## config.mk

```make
export PLATFORM = sky130hd
export DESIGN_NAME = scan_out_regs
export DESIGN_NICKNAME = d
export VERILOG_FILES = /design/src/scan_out_pkg.sv /design/src/mode_defaults_if.sv /design/src/mode_default_table.sv /design/src/recalc_timer.sv /design/src/scan_out_regs.sv
export VERILOG_INCLUDE_DIRS = /design/src
export SDC_FILE = /design/constraint.sdc
export NUM_CORES = 1
export LEC_CHECK = 0
export BUFFER_PORTS_ARGS = -buffer_cell sky130_fd_sc_hd__buf_2
export CORE_MARGIN = 4
export CORE_UTILIZATION = 58
export DETAILED_ROUTE_END_ITERATION = 16
export GPL_TIMING_DRIVEN = 0
export HOLD_SLACK_MARGIN = 0.15
export PLACE_DENSITY_LB_ADDON = 0.08
export REMOVE_ABC_BUFFERS = 1
export SLEW_MARGIN = 20
export SYNTH_ARGS = -nofsm -noshare
export SYNTH_HDL_FRONTEND = slang
export SYNTH_SLANG_ARGS = --single-unit
```

## constraint.sdc

```tcl
create_clock -name i_clk -period 6.4 [get_ports i_clk]
set_clock_uncertainty 0.2 [all_clocks]
set_input_delay 0.32 -clock i_clk [delete_from_list [all_inputs] [get_ports i_clk]]
set_output_delay 0.32 -clock i_clk [all_outputs]
set_load 0.01 [all_outputs]
```

## src/scan_out_regs.svh

```systemverilog
// Offsets, reset values, mode defaults and timing for the output register bank
// Notes on behaviour
// - Byte pairs, low byte even, from 0x72
// - Pan zero is top edge, grows downward
// - Pan applies only while magnify enabled
// - Out-of-limit pan clamped to limit, readable
// - Limit recompute done within 25 ms
// - Pan is signed sixteen-bit value
// - Pixels per line valid 128 to 2047
// - Bad pixel count flags error, no recompute
// - Line count valid 128 to 2047
// - Bad line count flags error, no recompute
// - Mode field change reloads four defaults
// - Pixel count reset and per-mode defaults
// - Line count reset and per-mode defaults
// - Horizontal offset from sync, reset 178
// - Vertical offset from equalization pulses
// - Vertical offset reset and mode defaults
// - Command low byte address, high command
// - Codes read 1, write 2, done 0
// - Read result left in data register
`ifndef SCAN_OUT_REGS_SVH
`define SCAN_OUT_REGS_SVH

// ****************************************
// Register offsets, low byte of each pair
// ****************************************
`define OFF_VPAN 8'h72
`define OFF_PIX 8'h74
`define OFF_LINES 8'h76
`define OFF_CMD 8'h78
`define OFF_DATA 8'h7a
`define OFF_HOFF 8'h7c
`define OFF_VOFF 8'h7e

// ****************************************
// Reset values and fields
// ****************************************
`define RST_VPAN 16'h0000
`define RST_PIX 16'h0292
`define RST_LINES 16'h019c
`define RST_HOFF 16'h00b2
`define RST_VOFF 16'h0026
`define RST_CFG 16'h0000
`define RST_MODE 4'h0
`define CMD_MSB 3
`define RANGE_MIN 16'h0080
`define RANGE_MAX 16'h07ff

// ****************************************
// Per-mode defaults
// ****************************************
`define PIX_NTSC 16'h0292
`define PIX_PAL 16'h0334
`define PIX_VGA 16'h0280
`define PIX_SVGA 16'h0320
`define PIX_HZ100 16'h038c
`define PIX_SUPER 16'h0392
`define LINES_NTSC 16'h019c
`define LINES_PAL 16'h01f0
`define LINES_VGA 16'h01e0
`define LINES_SVGA 16'h0258
`define LINES_HZ100 16'h021c
`define HOFF_NTSC 16'h00b2
`define HOFF_PAL 16'h00e6
`define HOFF_VGA 16'h0084
`define HOFF_SVGA 16'h00b0
`define HOFF_HZ100 16'h00b4
`define HOFF_SUPER 16'h0122
`define VOFF_NTSC 16'h0026
`define VOFF_PAL 16'h002c
`define VOFF_VGA 16'h0028
`define VOFF_SVGA 16'h0024

// ****************************************
// Timing
// ****************************************
`define RECALC_MAX_MS 25
`define CLK_PERIOD_NS 10
`define NS_PER_MS 1000000
`define RECALC_CYCLES (`RECALC_MAX_MS * `NS_PER_MS / `CLK_PERIOD_NS)

`endif

```

## src/scan_out_pkg.sv

```systemverilog
// Types shared by the output register bank
package scan_out_pkg;
  typedef logic [15:0] word_t;
  typedef enum logic [3:0] {
    MODE_NTSC = 4'b0000,
    MODE_PAL = 4'b0001,
    MODE_HZ100_PAL = 4'b0101,
    MODE_PROG_NTSC = 4'b0110,
    MODE_SUPER_NTSC = 4'b1000,
    MODE_SUPER_PAL = 4'b1001,
    MODE_VGA = 4'b1010,
    MODE_SVGA = 4'b1011
  } tv_mode_e;
  typedef enum logic [3:0] {
    CMD_DONE = 4'h0,
    CMD_READ = 4'h1,
    CMD_WRITE = 4'h2
  } cfg_cmd_e;
  typedef enum logic {
    MB_IDLE = 1'b0,
    MB_BUSY = 1'b1
  } mbox_state_e;
endpackage : scan_out_pkg

```

## src/mode_defaults_if.sv

```systemverilog
// Mode key and the matching default geometry
`timescale 1ns/1ns
`default_nettype none
interface mode_defaults_if;
  import scan_out_pkg::*;
  logic [3:0] key;
  word_t pix;
  word_t lines;
  word_t hoff;
  word_t voff;
  modport table_side (input key, output pix, lines, hoff, voff);
  modport user_side (output key, input pix, lines, hoff, voff);
endinterface : mode_defaults_if
`default_nettype wire

```

## src/mode_default_table.sv

```systemverilog
// Default output geometry for each output mode
`timescale 1ns/1ns
`default_nettype none
`include "scan_out_regs.svh"
module mode_default_table
  import scan_out_pkg::*;
(
  mode_defaults_if.table_side md
);
  always_comb begin
    md.pix = `RST_PIX;
    md.lines = `RST_LINES;
    md.hoff = `RST_HOFF;
    md.voff = `RST_VOFF;
    case (md.key)
      MODE_PAL: begin
        md.pix = `PIX_PAL;
        md.lines = `LINES_PAL;
        md.hoff = `HOFF_PAL;
        md.voff = `VOFF_PAL;
      end
      MODE_VGA: begin
        md.pix = `PIX_VGA;
        md.lines = `LINES_VGA;
        md.hoff = `HOFF_VGA;
        md.voff = `VOFF_VGA;
      end
      MODE_SVGA: begin
        md.pix = `PIX_SVGA;
        md.lines = `LINES_SVGA;
        md.hoff = `HOFF_SVGA;
        md.voff = `VOFF_SVGA;
      end
      MODE_HZ100_PAL: begin
        md.pix = `PIX_HZ100;
        md.lines = `LINES_HZ100;
        md.hoff = `HOFF_HZ100;
        md.voff = `VOFF_NTSC;
      end
      MODE_SUPER_NTSC: begin
        md.pix = `PIX_SUPER;
        md.lines = `LINES_NTSC;
        md.hoff = `HOFF_SUPER;
        md.voff = `VOFF_NTSC;
      end
      MODE_SUPER_PAL: begin
        md.pix = `PIX_SUPER;
        md.lines = `LINES_PAL;
        md.hoff = `HOFF_SUPER;
        md.voff = `VOFF_PAL;
      end
      default: begin
        md.pix = `PIX_NTSC;
        md.lines = `LINES_NTSC;
        md.hoff = `HOFF_NTSC;
        md.voff = `VOFF_NTSC;
      end
    endcase
  end
endmodule : mode_default_table
`default_nettype wire

```

## src/recalc_timer.sv

```systemverilog
// Countdown that marks the end of a limit recomputation
`timescale 1ns/1ns
`default_nettype none
module recalc_timer #(
  parameter int unsigned CYCLES = 2500000,
  parameter int unsigned CW = 22
) (
  input wire logic i_clk,
  input wire logic i_rstn,
  input wire logic i_start,
  output logic o_busy,
  output logic o_done
);
  logic [CW-1:0] cnt_reg;
  logic busy_reg;

  // A new start restarts the full interval
  always_ff @(posedge i_clk) begin
    if (!i_rstn) begin
      cnt_reg <= '0;
      busy_reg <= 1'b0;
    end else if (i_start) begin
      cnt_reg <= CW'(CYCLES - 1);
      busy_reg <= 1'b1;
    end else if (busy_reg) begin
      if (cnt_reg == '0) begin
        busy_reg <= 1'b0;
      end else begin
        cnt_reg <= cnt_reg - 1'b1;
      end
    end
  end

  assign o_busy = busy_reg;
  assign o_done = busy_reg && (cnt_reg == '0) && !i_start;
endmodule : recalc_timer
`default_nettype wire

```

## src/scan_out_regs.sv

```systemverilog
// Output geometry, vertical pan and configuration mailbox registers
`timescale 1ns/1ns
`default_nettype none
`include "scan_out_regs.svh"
module scan_out_regs
  import scan_out_pkg::*;
#(
  parameter int unsigned RECALC_CYCLES = `RECALC_CYCLES,
  parameter int unsigned RECALC_CW = 22
) (
  input wire logic i_clk,
  input wire logic i_rstn,
  input wire logic i_wr_en,
  input wire logic i_rd_en,
  input wire logic [7:0] i_addr,
  input wire logic [7:0] i_wdata,
  output logic [7:0] o_rdata,
  input wire logic [1:0] i_output_clock_select,
  input wire logic i_progressive_select,
  input wire logic i_broadcast_standard_select,
  input wire logic i_magnify_en,
  input wire logic [15:0] i_vpan_min,
  input wire logic [15:0] i_vpan_max,
  output logic [15:0] o_vpan_window_line,
  output logic o_limits_busy,
  output logic [15:0] o_output_pixels_per_line,
  output logic [15:0] o_output_line_count,
  output logic [15:0] o_output_horizontal_offset,
  output logic [15:0] o_output_vertical_offset,
  output logic o_mode_recalc,
  output logic o_status_error_set,
  output logic o_param_req,
  output logic o_param_write,
  output logic [7:0] o_param_addr,
  output logic [15:0] o_param_wdata,
  input wire logic i_param_ack,
  input wire logic [15:0] i_param_rdata
);
  // ****************************************
  // Declarations
  // ****************************************
  word_t vpan_reg;
  word_t pix_reg;
  word_t lines_reg;
  word_t hoff_reg;
  word_t voff_reg;
  word_t cfg_data_reg;
  logic [7:0] cfg_addr_reg;
  logic [3:0] cmd_reg;
  logic [3:0] mode_prev_reg;
  logic [15:0] vpan_line_reg;
  logic recalc_reg;
  logic error_reg;
  logic [7:0] rdata_reg;
  mbox_state_e state_reg;
  mbox_state_e state_next;
  logic [3:0] mode_key;
  logic mode_change;
  logic timer_done;
  logic timer_busy;
  logic mb_start;
  logic [6:0] wr_pair;
  logic wr_hi;
  word_t pix_new;
  word_t lines_new;

  mode_defaults_if md ();

  // ****************************************
  // Byte helpers and decode
  // ****************************************
  // merge one byte into its pair
  function automatic word_t put_byte(word_t old, logic hi, logic [7:0] b);
    put_byte = hi ? {b, old[7:0]} : {old[15:8], b};
  endfunction : put_byte

  assign wr_pair = i_addr[7:1];
  assign wr_hi = i_addr[0];
  assign pix_new = {i_wdata, pix_reg[7:0]};
  assign lines_new = {i_wdata, lines_reg[7:0]};

  function automatic logic hit(logic [7:0] off, logic [6:0] pair);
    hit = (off[7:1] == pair);
  endfunction : hit

  // ****************************************
  // Mode tracking and defaults
  // ****************************************
  assign mode_key = {i_output_clock_select, i_progressive_select,
                     i_broadcast_standard_select};
  assign md.key = mode_key;
  assign mode_change = (mode_key != mode_prev_reg);

  mode_default_table u_table (
    .md(md.table_side)
  );

  always_ff @(posedge i_clk) begin
    if (!i_rstn) begin
      mode_prev_reg <= `RST_MODE;
    end else begin
      mode_prev_reg <= mode_key;
    end
  end

  always_ff @(posedge i_clk) begin
    if (!i_rstn) begin
      pix_reg <= `RST_PIX;
      lines_reg <= `RST_LINES;
      hoff_reg <= `RST_HOFF;
      voff_reg <= `RST_VOFF;
    end else if (mode_change) begin
      pix_reg <= md.pix;
      lines_reg <= md.lines;
      hoff_reg <= md.hoff;
      voff_reg <= md.voff;
    end else if (i_wr_en) begin
      if (hit(`OFF_PIX, wr_pair)) begin
        pix_reg <= put_byte(pix_reg, wr_hi, i_wdata);
      end
      if (hit(`OFF_LINES, wr_pair)) begin
        lines_reg <= put_byte(lines_reg, wr_hi, i_wdata);
      end
      if (hit(`OFF_HOFF, wr_pair)) begin
        hoff_reg <= put_byte(hoff_reg, wr_hi, i_wdata);
      end
      if (hit(`OFF_VOFF, wr_pair)) begin
        voff_reg <= put_byte(voff_reg, wr_hi, i_wdata);
      end
    end
  end

  always_ff @(posedge i_clk) begin
    if (!i_rstn) begin
      recalc_reg <= 1'b0;
      error_reg <= 1'b0;
    end else begin
      recalc_reg <= 1'b0;
      error_reg <= 1'b0;
      if (i_wr_en && wr_hi && !mode_change) begin
        if (hit(`OFF_PIX, wr_pair)) begin
          if (pix_new < `RANGE_MIN || pix_new > `RANGE_MAX) begin
            error_reg <= 1'b1;
          end else begin
            recalc_reg <= 1'b1;
          end
        end
        if (hit(`OFF_LINES, wr_pair)) begin
          if (lines_new < `RANGE_MIN || lines_new > `RANGE_MAX) begin
            error_reg <= 1'b1;
          end else begin
            recalc_reg <= 1'b1;
          end
        end
      end
    end
  end

  // ****************************************
  // Vertical pan
  // ****************************************
  // limits ready within the recompute interval
  recalc_timer #(
    .CYCLES(RECALC_CYCLES),
    .CW(RECALC_CW)
  ) u_timer (
    .i_clk(i_clk),
    .i_rstn(i_rstn),
    .i_start(i_wr_en && hit(`OFF_VPAN, wr_pair)),
    .o_busy(timer_busy),
    .o_done(timer_done)
  );

  always_ff @(posedge i_clk) begin
    if (!i_rstn) begin
      vpan_reg <= `RST_VPAN;
    end else if (i_wr_en && hit(`OFF_VPAN, wr_pair)) begin
      vpan_reg <= put_byte(vpan_reg, wr_hi, i_wdata);
    end else if (timer_done) begin
      if ($signed(vpan_reg) > $signed(i_vpan_max)) begin
        vpan_reg <= i_vpan_max;
      end else if ($signed(vpan_reg) < $signed(i_vpan_min)) begin
        vpan_reg <= i_vpan_min;
      end
    end
  end

  // window line from top, zoom only
  always_ff @(posedge i_clk) begin
    if (!i_rstn) begin
      vpan_line_reg <= `RST_VPAN;
    end else begin
      vpan_line_reg <= i_magnify_en ? vpan_reg : `RST_VPAN;
    end
  end

  // ****************************************
  // Configuration mailbox
  // ****************************************
  // read or write command code starts while idle
  assign mb_start = i_wr_en && hit(`OFF_CMD, wr_pair) && wr_hi &&
                    (state_reg == MB_IDLE) &&
                    (i_wdata[`CMD_MSB:0] == CMD_READ ||
                     i_wdata[`CMD_MSB:0] == CMD_WRITE);

  always_comb begin
    state_next = state_reg;
    case (state_reg)
      MB_IDLE: begin
        if (mb_start) begin
          state_next = MB_BUSY;
        end
      end
      MB_BUSY: begin
        if (i_param_ack) begin
          state_next = MB_IDLE;
        end
      end
      default: begin
        state_next = MB_IDLE;
      end
    endcase
  end

  always_ff @(posedge i_clk) begin
    if (!i_rstn) begin
      state_reg <= MB_IDLE;
    end else begin
      state_reg <= state_next;
    end
  end

  always_ff @(posedge i_clk) begin
    if (!i_rstn) begin
      cmd_reg <= CMD_DONE;
      cfg_addr_reg <= 8'h00;
    end else if (state_reg == MB_BUSY) begin
      if (i_param_ack) begin
        cmd_reg <= CMD_DONE;
      end
    end else if (i_wr_en && hit(`OFF_CMD, wr_pair)) begin
      if (!wr_hi) begin
        cfg_addr_reg <= i_wdata;
      end else if (mb_start) begin
        cmd_reg <= i_wdata[`CMD_MSB:0];
      end
    end
  end

  // read result lands in data register
  always_ff @(posedge i_clk) begin
    if (!i_rstn) begin
      cfg_data_reg <= `RST_CFG;
    end else if (state_reg == MB_BUSY) begin
      if (i_param_ack && cmd_reg == CMD_READ) begin
        cfg_data_reg <= i_param_rdata;
      end
    end else if (i_wr_en && hit(`OFF_DATA, wr_pair)) begin
      cfg_data_reg <= put_byte(cfg_data_reg, wr_hi, i_wdata);
    end
  end

  // ****************************************
  // Read port
  // ****************************************
  always_ff @(posedge i_clk) begin
    if (!i_rstn) begin
      rdata_reg <= 8'h00;
    end else if (i_rd_en) begin
      rdata_reg <= 8'h00;
      if (hit(`OFF_VPAN, i_addr[7:1])) begin
        rdata_reg <= i_addr[0] ? vpan_reg[15:8] : vpan_reg[7:0];
      end
      if (hit(`OFF_PIX, i_addr[7:1])) begin
        rdata_reg <= i_addr[0] ? pix_reg[15:8] : pix_reg[7:0];
      end
      if (hit(`OFF_LINES, i_addr[7:1])) begin
        rdata_reg <= i_addr[0] ? lines_reg[15:8] : lines_reg[7:0];
      end
      if (hit(`OFF_CMD, i_addr[7:1])) begin
        rdata_reg <= i_addr[0] ? {4'h0, cmd_reg} : cfg_addr_reg;
      end
      if (hit(`OFF_DATA, i_addr[7:1])) begin
        rdata_reg <= i_addr[0] ? cfg_data_reg[15:8] : cfg_data_reg[7:0];
      end
      if (hit(`OFF_HOFF, i_addr[7:1])) begin
        rdata_reg <= i_addr[0] ? hoff_reg[15:8] : hoff_reg[7:0];
      end
      if (hit(`OFF_VOFF, i_addr[7:1])) begin
        rdata_reg <= i_addr[0] ? voff_reg[15:8] : voff_reg[7:0];
      end
    end
  end

  // ****************************************
  // Outputs
  // ****************************************
  assign o_rdata = rdata_reg;
  assign o_vpan_window_line = vpan_line_reg;
  assign o_limits_busy = timer_busy;
  assign o_output_pixels_per_line = pix_reg;
  assign o_output_line_count = lines_reg;
  assign o_output_horizontal_offset = hoff_reg;
  assign o_output_vertical_offset = voff_reg;
  assign o_mode_recalc = recalc_reg;
  assign o_status_error_set = error_reg;
  assign o_param_req = (state_reg == MB_BUSY);
  assign o_param_write = (state_reg == MB_BUSY) && (cmd_reg == CMD_WRITE);
  assign o_param_addr = cfg_addr_reg;
  assign o_param_wdata = cfg_data_reg;
endmodule : scan_out_regs
`default_nettype wire

```

==> results.py, run 1 <==
metrics = {
    "run_status": {
        "outcome": "finished, final reports clean",
    },
    "worst_hold_path": {
        "whs_path_depth": 4,
        "hold_class": "primary input to flop",
    },
    "power": {
        "p_seq_share_pct": 45.0,
        "p_clk_share_pct": 43.5,
        "pwr_density_cell_nw_per_um2": 214,
        "internal-power_w": 0.00174,
        "ir_drop_uv": 214,
        "p_switching_w": 0.000562,
        "switching_share_pct": 24.4,
        "leakagePower_nw": 4.95,
        "combPwrFrac_pct": 11.5,
    },
    "timing": {
        "finalSetupViolCount": 0,
        "rsz0062_at_grt": "no",
        "worstMarginPinSlew_ns": 0.984,
        "setup_tns_ns": 0,
        "max-slew-margin-rel_pct": 34.2,
        "final_hold_viol_count": 0,
        "fin_crit_sh_pct": 54.9,
        "timing.fmax_ghz": 0.285,
        "slew_viol_final": 0,
        "layout_min_cycle_time_ns": 3.51,
    },
    "detailed_routing": {
        "dr_total_vias": 8677,
        "detail-route-antenna-nets": 0,
        "drt-total-wl_mm": 27.7,
        "via_per_inst": 6.02,
        "drcViolationCount": 0,
        "drt_iter0_drc": 971,
        "avgRoutedWirePerCell_um": 19.2,
        "drtPass1Iterations": 5,
    },
    "synth": {
        "syn_area_um2": 8590,
        "synthAdderAreaFrac_pct": 4.81,
        "synth_ff_type": "dfxtp_1",
        "synth_top_area_share_pct": 37.8,
        "async_flop_share_pct": 0,
        "yosys.cell_types.count": 63,
        "synthMuxAreaShare_pct": 10.7,
        "syn_inst": 1040,
        "synth_top_family_by_area": "simple AND/OR/NAND/NOR gates",
        "yosys_warnings": 0,
        "yosys.area.top_type": "dfxtp_1",
        "syn_avg_cell_area_um2": 8.26,
        "synth_compound_area_share_pct": 17.6,
        "ys_seq_area_share_pct": 37.8,
        "synth-simple-area-share_pct": 21.6,
        "ys_top_cells_by_area": "dfxtp_1 (38%), nor2_1 (7.2%), mux2i_1 (6.9%), ha_1 (4.8%), nand2_1 (4.8%)",
        "synth-edff-count": 0,
        "synth-seq-cells": 162,
        "synthXorXnorAreaFrac_pct": 2.65,
    },
    "grt": {
        "grt_pass1_wl_mm": 42.3,
        "grt_max_degree": 70,
        "grt_remaining_overflow": 0,
        "grt_pass1_vias": 7970,
        "grt.total_usage_pct": 32.3,
        "antenna_found_initial": 1,
    },
    "die": {
        "row_count": 44,
        "core-area_um2": 14500,
        "die_y_um": 130,
        "io_pins": 191,
        "die_width_um": 130,
        "die_area_um2": 16800,
        "start_util_pct": 59.1,
    },
    "clocking": {
        "numCtsBuffers": 17,
        "ctsHoldBuffers": 55,
        "post-cts-setup-buffer-count": 0,
        "cts.sinks": 162,
        "post_cts_resized": 0,
        "cts_tree": "yes",
        "clockBufferDepth": 2,
        "htree_levels": 4,
        "cts-root-buf": "clkbuf_16",
        "clock_latency_ns": 0.43,
        "clk_pin_slew_ns": 0.06,
    },
    "critical_path": {
        "slowest_delay_ns": 0.58,
        "cp_cell_sequence": "dlygate4sd3_1 > buf_2 > inv_1 > ha_1 > nand4_1 > a2111o_1 > o211ai_2 > mux2i_2 > buf_6 > nand2_1 > a31oi_1 > dlygate4sd3_1 > a22o_1",
        "cp-start-kind": "primary input",
        "worst_path_max_delay_cell": "dlygate4sd3_1",
        "crit_start": "i_vpan_max[11]",
        "critical_path_required_ns": 6.58,
        "cp-end-kind": "flop",
        "crit_path_frequent_cell": "dlygate4sd3_1",
        "path_depth": 13,
        "cp_num_buf_inv": 5,
        "r2r_slack_ns": 2.95,
        "worst-path-max-fanout": 11,
        "r2r-end": "vpan_reg[12]",
        "arrival_ns": 3.69,
        "critPathCapture": "vpan_reg[12]",
        "critPathKind": "primary input to flop",
        "r2r_cells": 10,
        "cp_top_family": "buffers and inverters",
        "r2r_start": "vpan_reg[15]",
    },
    "placement": {
        "gp_congestion": 0.951,
        "place.detailed.hpwl_mm": 19.1,
        "port_buffers": 190,
        "placed_area_um2": 9640,
    },
    "finish": {
        "largest_reg_flops": 22,
        "fin_area_um2": 10800,
        "final_nets": 1353,
        "n_fill_cell": 1136,
        "synthToLayoutAreaGrowth_pct": 25.3,
        "drive_above_1_share_pct": 21.1,
    },
    "flow_run": {
        "max-cap-violations": 0,
    },
}
[synthesized netlist by cell type (all sizes together), types with 7 or more instances]
| cell | instances |
|---|---|
| nand3 | 11 |
| nor2b | 11 |
| clkbuf | 44 |
| mux2i | 59 |
| xnor2 | 19 |
| and2 | 8 |
| a22o | 8 |
| o21ai | 35 |
| nand4 | 11 |
| a32o | 8 |
| nor2 | 164 |
| dfxtp | 162 |
| mux2 | 21 |
| and3 | 22 |
| nor3 | 24 |
| inv | 39 |
| a211oi | 38 |
| a31oi | 11 |
| buf | 22 |
| xor2 | 7 |
| nand2b | 14 |
| o211ai | 15 |
| or3 | 7 |
| ha | 33 |
| nand2 | 110 |
| a21oi | 78 |
[through the flow]
stage	setup slack, ns	total power [W]	hold WS [ns]	utilization, %	instances
after floorplan	3.01	0.00117	0.182	-	974
after global placement	1.72	0.00128	0.264	65.3	1348
after detailed placement	3.08	0.00129	0.258	66.3	1356
after CTS	2.95	0.00230	0.161	74.0	1440
after global routing	2.70	0.00237	0.182	74.1	1441
final	2.89	0.00230	0.162	74.1	1441
[per-layer routing]
metal	global-route usage (%)	routed length (um)	vias to the layer above
li1	-	-	4101
met1	45.5	11900	4008
met2	49.0	12300	497
met3	6.72	2690	71
met4	12.1	801	0
met5	0	0	-
[area by class of cell]
| class | count | area [um2] | area share [%] |
|---|---|---|---|
| diodes | 1 | 2.50 | 0.0232 |
| clock buffers | 24 | 492 | 4.57 |
| clock inverters | 5 | 77.6 | 0.721 |
| inverters | 39 | 149 | 1.38 |
| multi-input cells | 773 | 4940 | 45.9 |
| flip-flops and latches | 162 | 3240 | 30.1 |
| well taps | 184 | 230 | 2.14 |
| repair buffers | 253 | 1630 | 15.1 |
[worst min path at each step]
| stage | from | end | slack (ns) |
|---|---|---|---|
| after floorplan | i_rstn | o_output_line_count[3] | 0.18 |
| after global placement | o_output_horizontal_offset[3] | o_output_horizontal_offset[3] | 0.26 |
| after detailed placement | o_output_vertical_offset[6] | o_output_vertical_offset[6] | 0.26 |
| after CTS | i_vpan_max[5] | vpan_reg[5] | 0.16 |
| after global routing | i_vpan_max[5] | vpan_reg[5] | 0.18 |
| final | i_vpan_max[5] | vpan_reg[5] | 0.16 |
[worst min-delay path: stages]
cell and delay, ns:
buf_2 0.11, nand2_1 0.05, a31oi_1 0.08, a22o_1 0.18
[layout by cell type (no fill, tap or decap), types with 11 or more instances in the layout]
cell	Yosys	final
a211oi_1	38	38
a21oi_1	76	76
and3_1	22	22
buf_2	13	189
clkbuf_16	0	17
dfxtp_1	162	161
dlygate4sd3_1	0	55
ha_1	33	33
inv_1	38	38
mux2_2	21	21
mux2i_1	59	58
nand2_1	110	110
nand2b_1	14	14
nor2_1	164	164
nor2b_1	11	11
nor3_1	22	22
o211ai_1	14	14
o21ai_0	34	34
xnor2_1	19	19
[logic make-up after synthesis]
kind of cell	count (synthesis)
AO/OA/AOI/OAI	228
buffers and inverters	105
AND/OR/NAND/NOR	402
multiplexers	84
XOR/XNOR	26
flip-flops	162
adder cells (fa/ha/maj)	33
[power groups by stage]
stage	Sequential (W)	Clock (W)	Combinational, W
3_5_place_dp	0.00106	0	0.000229
5_1_grt	0.00104	0.00105	0.000287
2_1_floorplan	0.00106	0	0.000113
3_3_place_gp	0.00106	0	0.000220
6_report	0.00104	0.00100	0.000265
4_1_cts	0.00104	0.00101	0.000260
(Power assumes the default switching activity.)
==> run 2, diff against run 1 <==
CORE_UTILIZATION = 50   (was 58)
clock period = 2.8 ns   (was 6.4 ns; I/O delays follow)
==> results.py, run 2 (synthesis gave the netlist of run 1 again) <==
metrics = {
    "timing": {
        "fin_crit_sh_pct": 99.0,
        "layout_min_cycle_time_ns": 2.77,
        "slew_viol_final": 0,
        "rsz0062_at_grt": "yes",
        "max-slew-margin-rel_pct": 29.6,
        "finalSetupViolCount": 0,
        "worstMarginPinSlew_ns": 1.05,
        "final_hold_viol_count": 0,
        "timing.fmax_ghz": 0.361,
    },
    "finish": {
        "drive_above_1_share_pct": 23.3,
        "final_cell_mix": "buf_2 (189), nor2_1 (163), dfxtp_1 (156)",
        "final_nets": 1379,
        "n_fill_cell": 1409,
        "ff_latch_area_um2": 3260,
        "final_core_util_pct": 67.7,
        "largest_reg_flops": 22,
        "fin_area_um2": 11300,
        "final_common_cell": "buf_2",
        "multi_input_area_um2": 5120,
        "synthToLayoutAreaGrowth_pct": 31.7,
    },
    "critical_path": {
        "cp-end-kind": "flop",
        "worst-path-max-fanout": 8,
        "critical_path_required_ns": 2.91,
        "cp-start-kind": "primary input",
        "critPathKind": "primary input to flop",
        "arrival_ns": 2.88,
    },
    "power": {
        "ir_drop_uv": 504,
        "p_seq_share_pct": 43.3,
        "p_switching_w": 0.00135,
        "switching_share_pct": 24.7,
        "leakagePower_nw": 5.11,
        "internal-power_w": 0.00411,
        "combPwrFrac_pct": 11.9,
        "pwr_density_cell_nw_per_um2": 483,
        "p_clk_share_pct": 44.8,
    },
    "clocking": {
        "numCtsBuffers": 17,
        "cts_tree": "yes",
        "cts.sinks": 162,
        "clk_pin_slew_ns": 0.06,
        "clockBufferDepth": 2,
        "clock_latency_ns": 0.43,
        "cts-root-buf": "clkbuf_16",
        "htree_levels": 4,
    },
    "die": {
        "start_util_pct": 51.4,
        "die_y_um": 139,
        "die_width_um": 139,
        "die_area_um2": 19300,
        "core-area_um2": 16700,
        "row_count": 47,
        "io_pins": 191,
    },
    "run_status": {
        "outcome": "finished, final reports clean",
    },
    "grt": {
        "grt_max_degree": 69,
        "grt_remaining_overflow": 0,
        "grt.total_usage_pct": 28.8,
        "antenna_found_initial": 2,
        "grt_pass1_wl_mm": 44.6,
        "grt_pass1_vias": 8040,
    },
    "detailed_routing": {
        "detail-route-antenna-nets": 0,
        "drtPass1Iterations": 5,
        "drcViolationCount": 0,
        "via_per_inst": 5.74,
        "drt-total-wl_mm": 29.0,
        "drt_iter0_drc": 806,
        "avgRoutedWirePerCell_um": 19.3,
        "dr_total_vias": 8639,
    },
    "flow_run": {
        "max-cap-violations": 0,
    },
    "placement": {
        "port_buffers": 190,
        "place.detailed.hpwl_mm": 20.0,
        "placed_area_um2": 9690,
        "gp_congestion": 0.904,
    },
    "worst_hold_path": {
        "hold_class": "primary input to flop",
    },
}
## run 2: timing repair
action | in CTS | in global routing
resized for setup | 12 | 25
hold buffers | 74 | 0
setup endpoints to repair | 16 | 47
hold endpoints to repair | 122 | 0
cloned | 0 | 0
buffers inserted | 1 | 6
pin swaps | 1 | 16
## run 2: critical path, stage by stage
cell and delay [ns]:
dlygate4sd3_1 0.54, buf_2 0.12, inv_1 0.05, ha_1 0.33
nand4_1 0.16, a2111o_1 0.38, o211ai_2 0.12, mux2i_4 0.34
o2111ai_4 0.19, and3_4 0.28, a22o_1 0.22
## run 2: through the flow
| step | cells | total power, W | worst slack [ns] | hold slack, ns | TNS, ns |
|---|---|---|---|---|---|
| after global routing | 1506 | 0.00563 | -0.0458 | 0.227 | -0.428 |
| final | 1506 | 0.00546 | 0.0292 | 0.199 | 0 |
| after detailed placement | 1392 | 0.00295 | -0.440 | 0.262 | -6.46 |
| after CTS | 1499 | 0.00545 | 0.00292 | 0.180 | 0 |
| after floorplan | 974 | 0.00268 | -0.572 | 0.00194 | -10.90 |
| after global placement | 1384 | 0.00293 | -1.83 | 0.245 | -124.02 |
## run 2: power by group through the flow
stage          clock [W]  combinational [W]  sequential, W
2_1_floorplan          0           0.000259        0.00242
3_3_place_gp           0           0.000509        0.00242
3_5_place_dp           0           0.000530        0.00242
4_1_cts          0.00247           0.000617        0.00237
5_1_grt          0.00256           0.000700        0.00237
6_report         0.00244           0.000648        0.00237
## run 2: final cells by class
cell class	instances	share of cell area (%)
Multi-Input combinational cell	773	45.2
Clock buffer	23	4.32
Antenna cell	1	0.0221
Clock inverter	9	1.12
Inverter	39	1.32
Tap cell	220	2.43
Sequential cell	162	28.8
Timing Repair Buffer	279	16.8
## run 2: final timing paths
path                            endpoint  slack [ns]  depth (start not counted)                        start
max                         vpan_reg[12]        0.03                         11               i_vpan_max[11]
min                   o_status_error_set        0.20                          4                    i_addr[2]
max reg2reg                 vpan_reg[12]        0.06                          8                 vpan_reg[15]
min reg2reg  o_output_vertical_offset[6]        0.28                          2  o_output_vertical_offset[6]
## run 2: metal layers
layer	wire, um	global-route usage, %	part of all wire, %
met2	12900	44.1	45
met4	615	8.75	2.1
met1	12800	40.6	44
met5	9	0	0.031
met3	2620	6.55	9.0
==> run 3, diff against run 2 <==
CORE_UTILIZATION = 58   (was 50)
clock period = 3.3 ns   (was 2.8 ns; I/O delays follow)
==> results.py, run 3 (synthesis gave the netlist of run 1 again) <==
metrics = {
    "critical_path": {
        "critPathKind": "flop to flop",
        "critical_path_required_ns": 3.43,
        "cp_num_buf_inv": 1,
        "cp_cell_sequence": "ha_4 > nand4_2 > a2111o_1 > o211ai_2 > mux2_4 > nand2_1 > a31oi_1 > dlygate4sd3_1 > a22o_1",
        "slowest_delay_ns": 0.60,
        "arrival_ns": 3.33,
        "cp_top_family": "compound AO/OA/AOI/OAI gates",
        "cp-start-kind": "flop",
        "worst_path_max_delay_cell": "dlygate4sd3_1",
        "cp-end-kind": "flop",
        "worst-path-max-fanout": 13,
    },
    "grt": {
        "grt_pass1_wl_mm": 42.8,
        "grt_remaining_overflow": 0,
        "grt_pass1_vias": 8144,
        "grt.total_usage_pct": 32.7,
        "grt_max_degree": 70,
        "antenna_found_initial": 1,
    },
    "timing": {
        "slew_viol_final": 0,
        "finalSetupViolCount": 0,
        "worstMarginPinSlew_ns": 0.978,
        "layout_min_cycle_time_ns": 3.20,
        "max-slew-margin-rel_pct": 34.6,
        "timing.fmax_ghz": 0.312,
        "final_hold_viol_count": 0,
        "fin_crit_sh_pct": 97.1,
        "holdWs_ns": 0.232,
    },
    "clocking": {
        "cts_tree": "yes",
        "clock_latency_ns": 0.43,
        "clockBufferDepth": 2,
        "cts-root-buf": "clkbuf_16",
        "htree_levels": 4,
        "cts.sinks": 162,
        "numCtsBuffers": 17,
        "clk_pin_slew_ns": 0.06,
    },
    "die": {
        "die_area_um2": 16800,
        "start_util_pct": 59.1,
        "io_pins": 191,
        "die_width_um": 130,
        "row_count": 44,
        "core-area_um2": 14500,
        "die_y_um": 130,
    },
    "placement": {
        "place.detailed.hpwl_mm": 19.1,
        "port_buffers": 190,
        "placed_area_um2": 9640,
        "dp_cells": 1356,
        "gp_congestion": 0.951,
    },
    "finish": {
        "final_nets": 1375,
        "final_common_cell": "buf_2",
        "drive_above_1_share_pct": 21.2,
        "fin_area_um2": 11000,
        "final_cell_mix": "buf_2 (189), nor2_1 (163), dfxtp_1 (161)",
        "synthToLayoutAreaGrowth_pct": 28.3,
        "largest_reg_flops": 22,
        "stdcell_count": 1463,
    },
    "detailed_routing": {
        "drtPass1Iterations": 5,
        "detail-route-antenna-nets": 0,
        "avgRoutedWirePerCell_um": 19.2,
        "drt_iter0_drc": 927,
        "drcViolationCount": 0,
        "dr_total_vias": 8790,
        "drt-total-wl_mm": 28.0,
        "via_per_inst": 6.01,
    },
    "worst_hold_path": {
        "hold_class": "primary input to flop",
    },
    "flow_run": {
        "max-cap-violations": 0,
    },
    "run_status": {
        "outcome": "finished, final reports clean",
    },
    "power": {
        "pwr_density_cell_nw_per_um2": 408,
        "ir_drop_uv": 419,
        "leakagePower_nw": 5.04,
    },
}
-- run 3: changes by cell type in the layout (fill, tap and decap cells not counted), sizes merged --
cell | before | now
bufinv | 3 | 2
buf | 205 | 201
inv | 40 | 39
clkbuf | 23 | 24
dlygate4sd3 | 73 | 74
dlymetal6s4s | 1 | 0
clkinv | 4 | 2
-- run 3: worst paths after layout --
path | cells past startpoint | startpoint | slack, ns | to
worst max-delay path | 9 | vpan_reg[15] | 0.1 | vpan_reg[9]
worst min-delay path | 4 | i_addr[1] | 0.23 | o_status_error_set
worst max register to register | 9 | vpan_reg[15] | 0.1 | vpan_reg[9]
worst min register to register | 2 | o_output_vertical_offset[6] | 0.27 | o_output_vertical_offset[6]
-- run 3: tightest hold or removal path: cells and delay by family --
family                 cells  cell delay, ns
and+or+nand+nor            2            0.27
buffers and inverters      1            0.21
AOI/OAI and AO/OA          1            0.16
-- run 3: cell type report --
type | count | area, um2
multi-input cells | 773 | 4980
flip-flops and latches | 162 | 3240
inverters | 39 | 149
well taps | 184 | 230
repair buffers | 275 | 1840
fillers | 1107 | 3510
diodes | 1 | 2.50
clock buffers | 24 | 492
clock inverters | 5 | 77.6
-- run 3: where the power goes --
group | total, W | switching (W) | internal [W]
Combinational | 0.000533 | 0.000306 | 0.000227
Clock | 0.00195 | 0.000774 | 0.00118
Sequential | 0.00201 | 0.0000258 | 0.00198
-- run 3: timing repair --
item	CTS	global route
hold endpoints to repair	120	0
hold buffers	74	0
endpoints found under the setup margin	0	16
resized for setup	0	7
buffers inserted	0	3
-- run 3: stage by stage --
step           total power (W)  util [%]  TNS [ns]  setup WS (ns)
3_5_place_dp           0.00250      66.3         0         0.0628
2_1_floorplan          0.00228         -    -0.942        -0.0722
5_1_grt                0.00462      75.8   -0.0302        -0.0197
4_1_cts                0.00448      75.4         0        0.00679
3_3_place_gp           0.00248      65.3    -57.67          -1.22
6_report               0.00449      75.8         0         0.0965
-- run 3: per-layer routing --
metal  vias up  global-route usage, %  wire length, um
met3        75                   6.68             2730
li1       4152                      -                -
met2       485                   50.2            12500
met1      4078                   45.3            11900
met5         -                      0                0
met4         0                   12.9              899
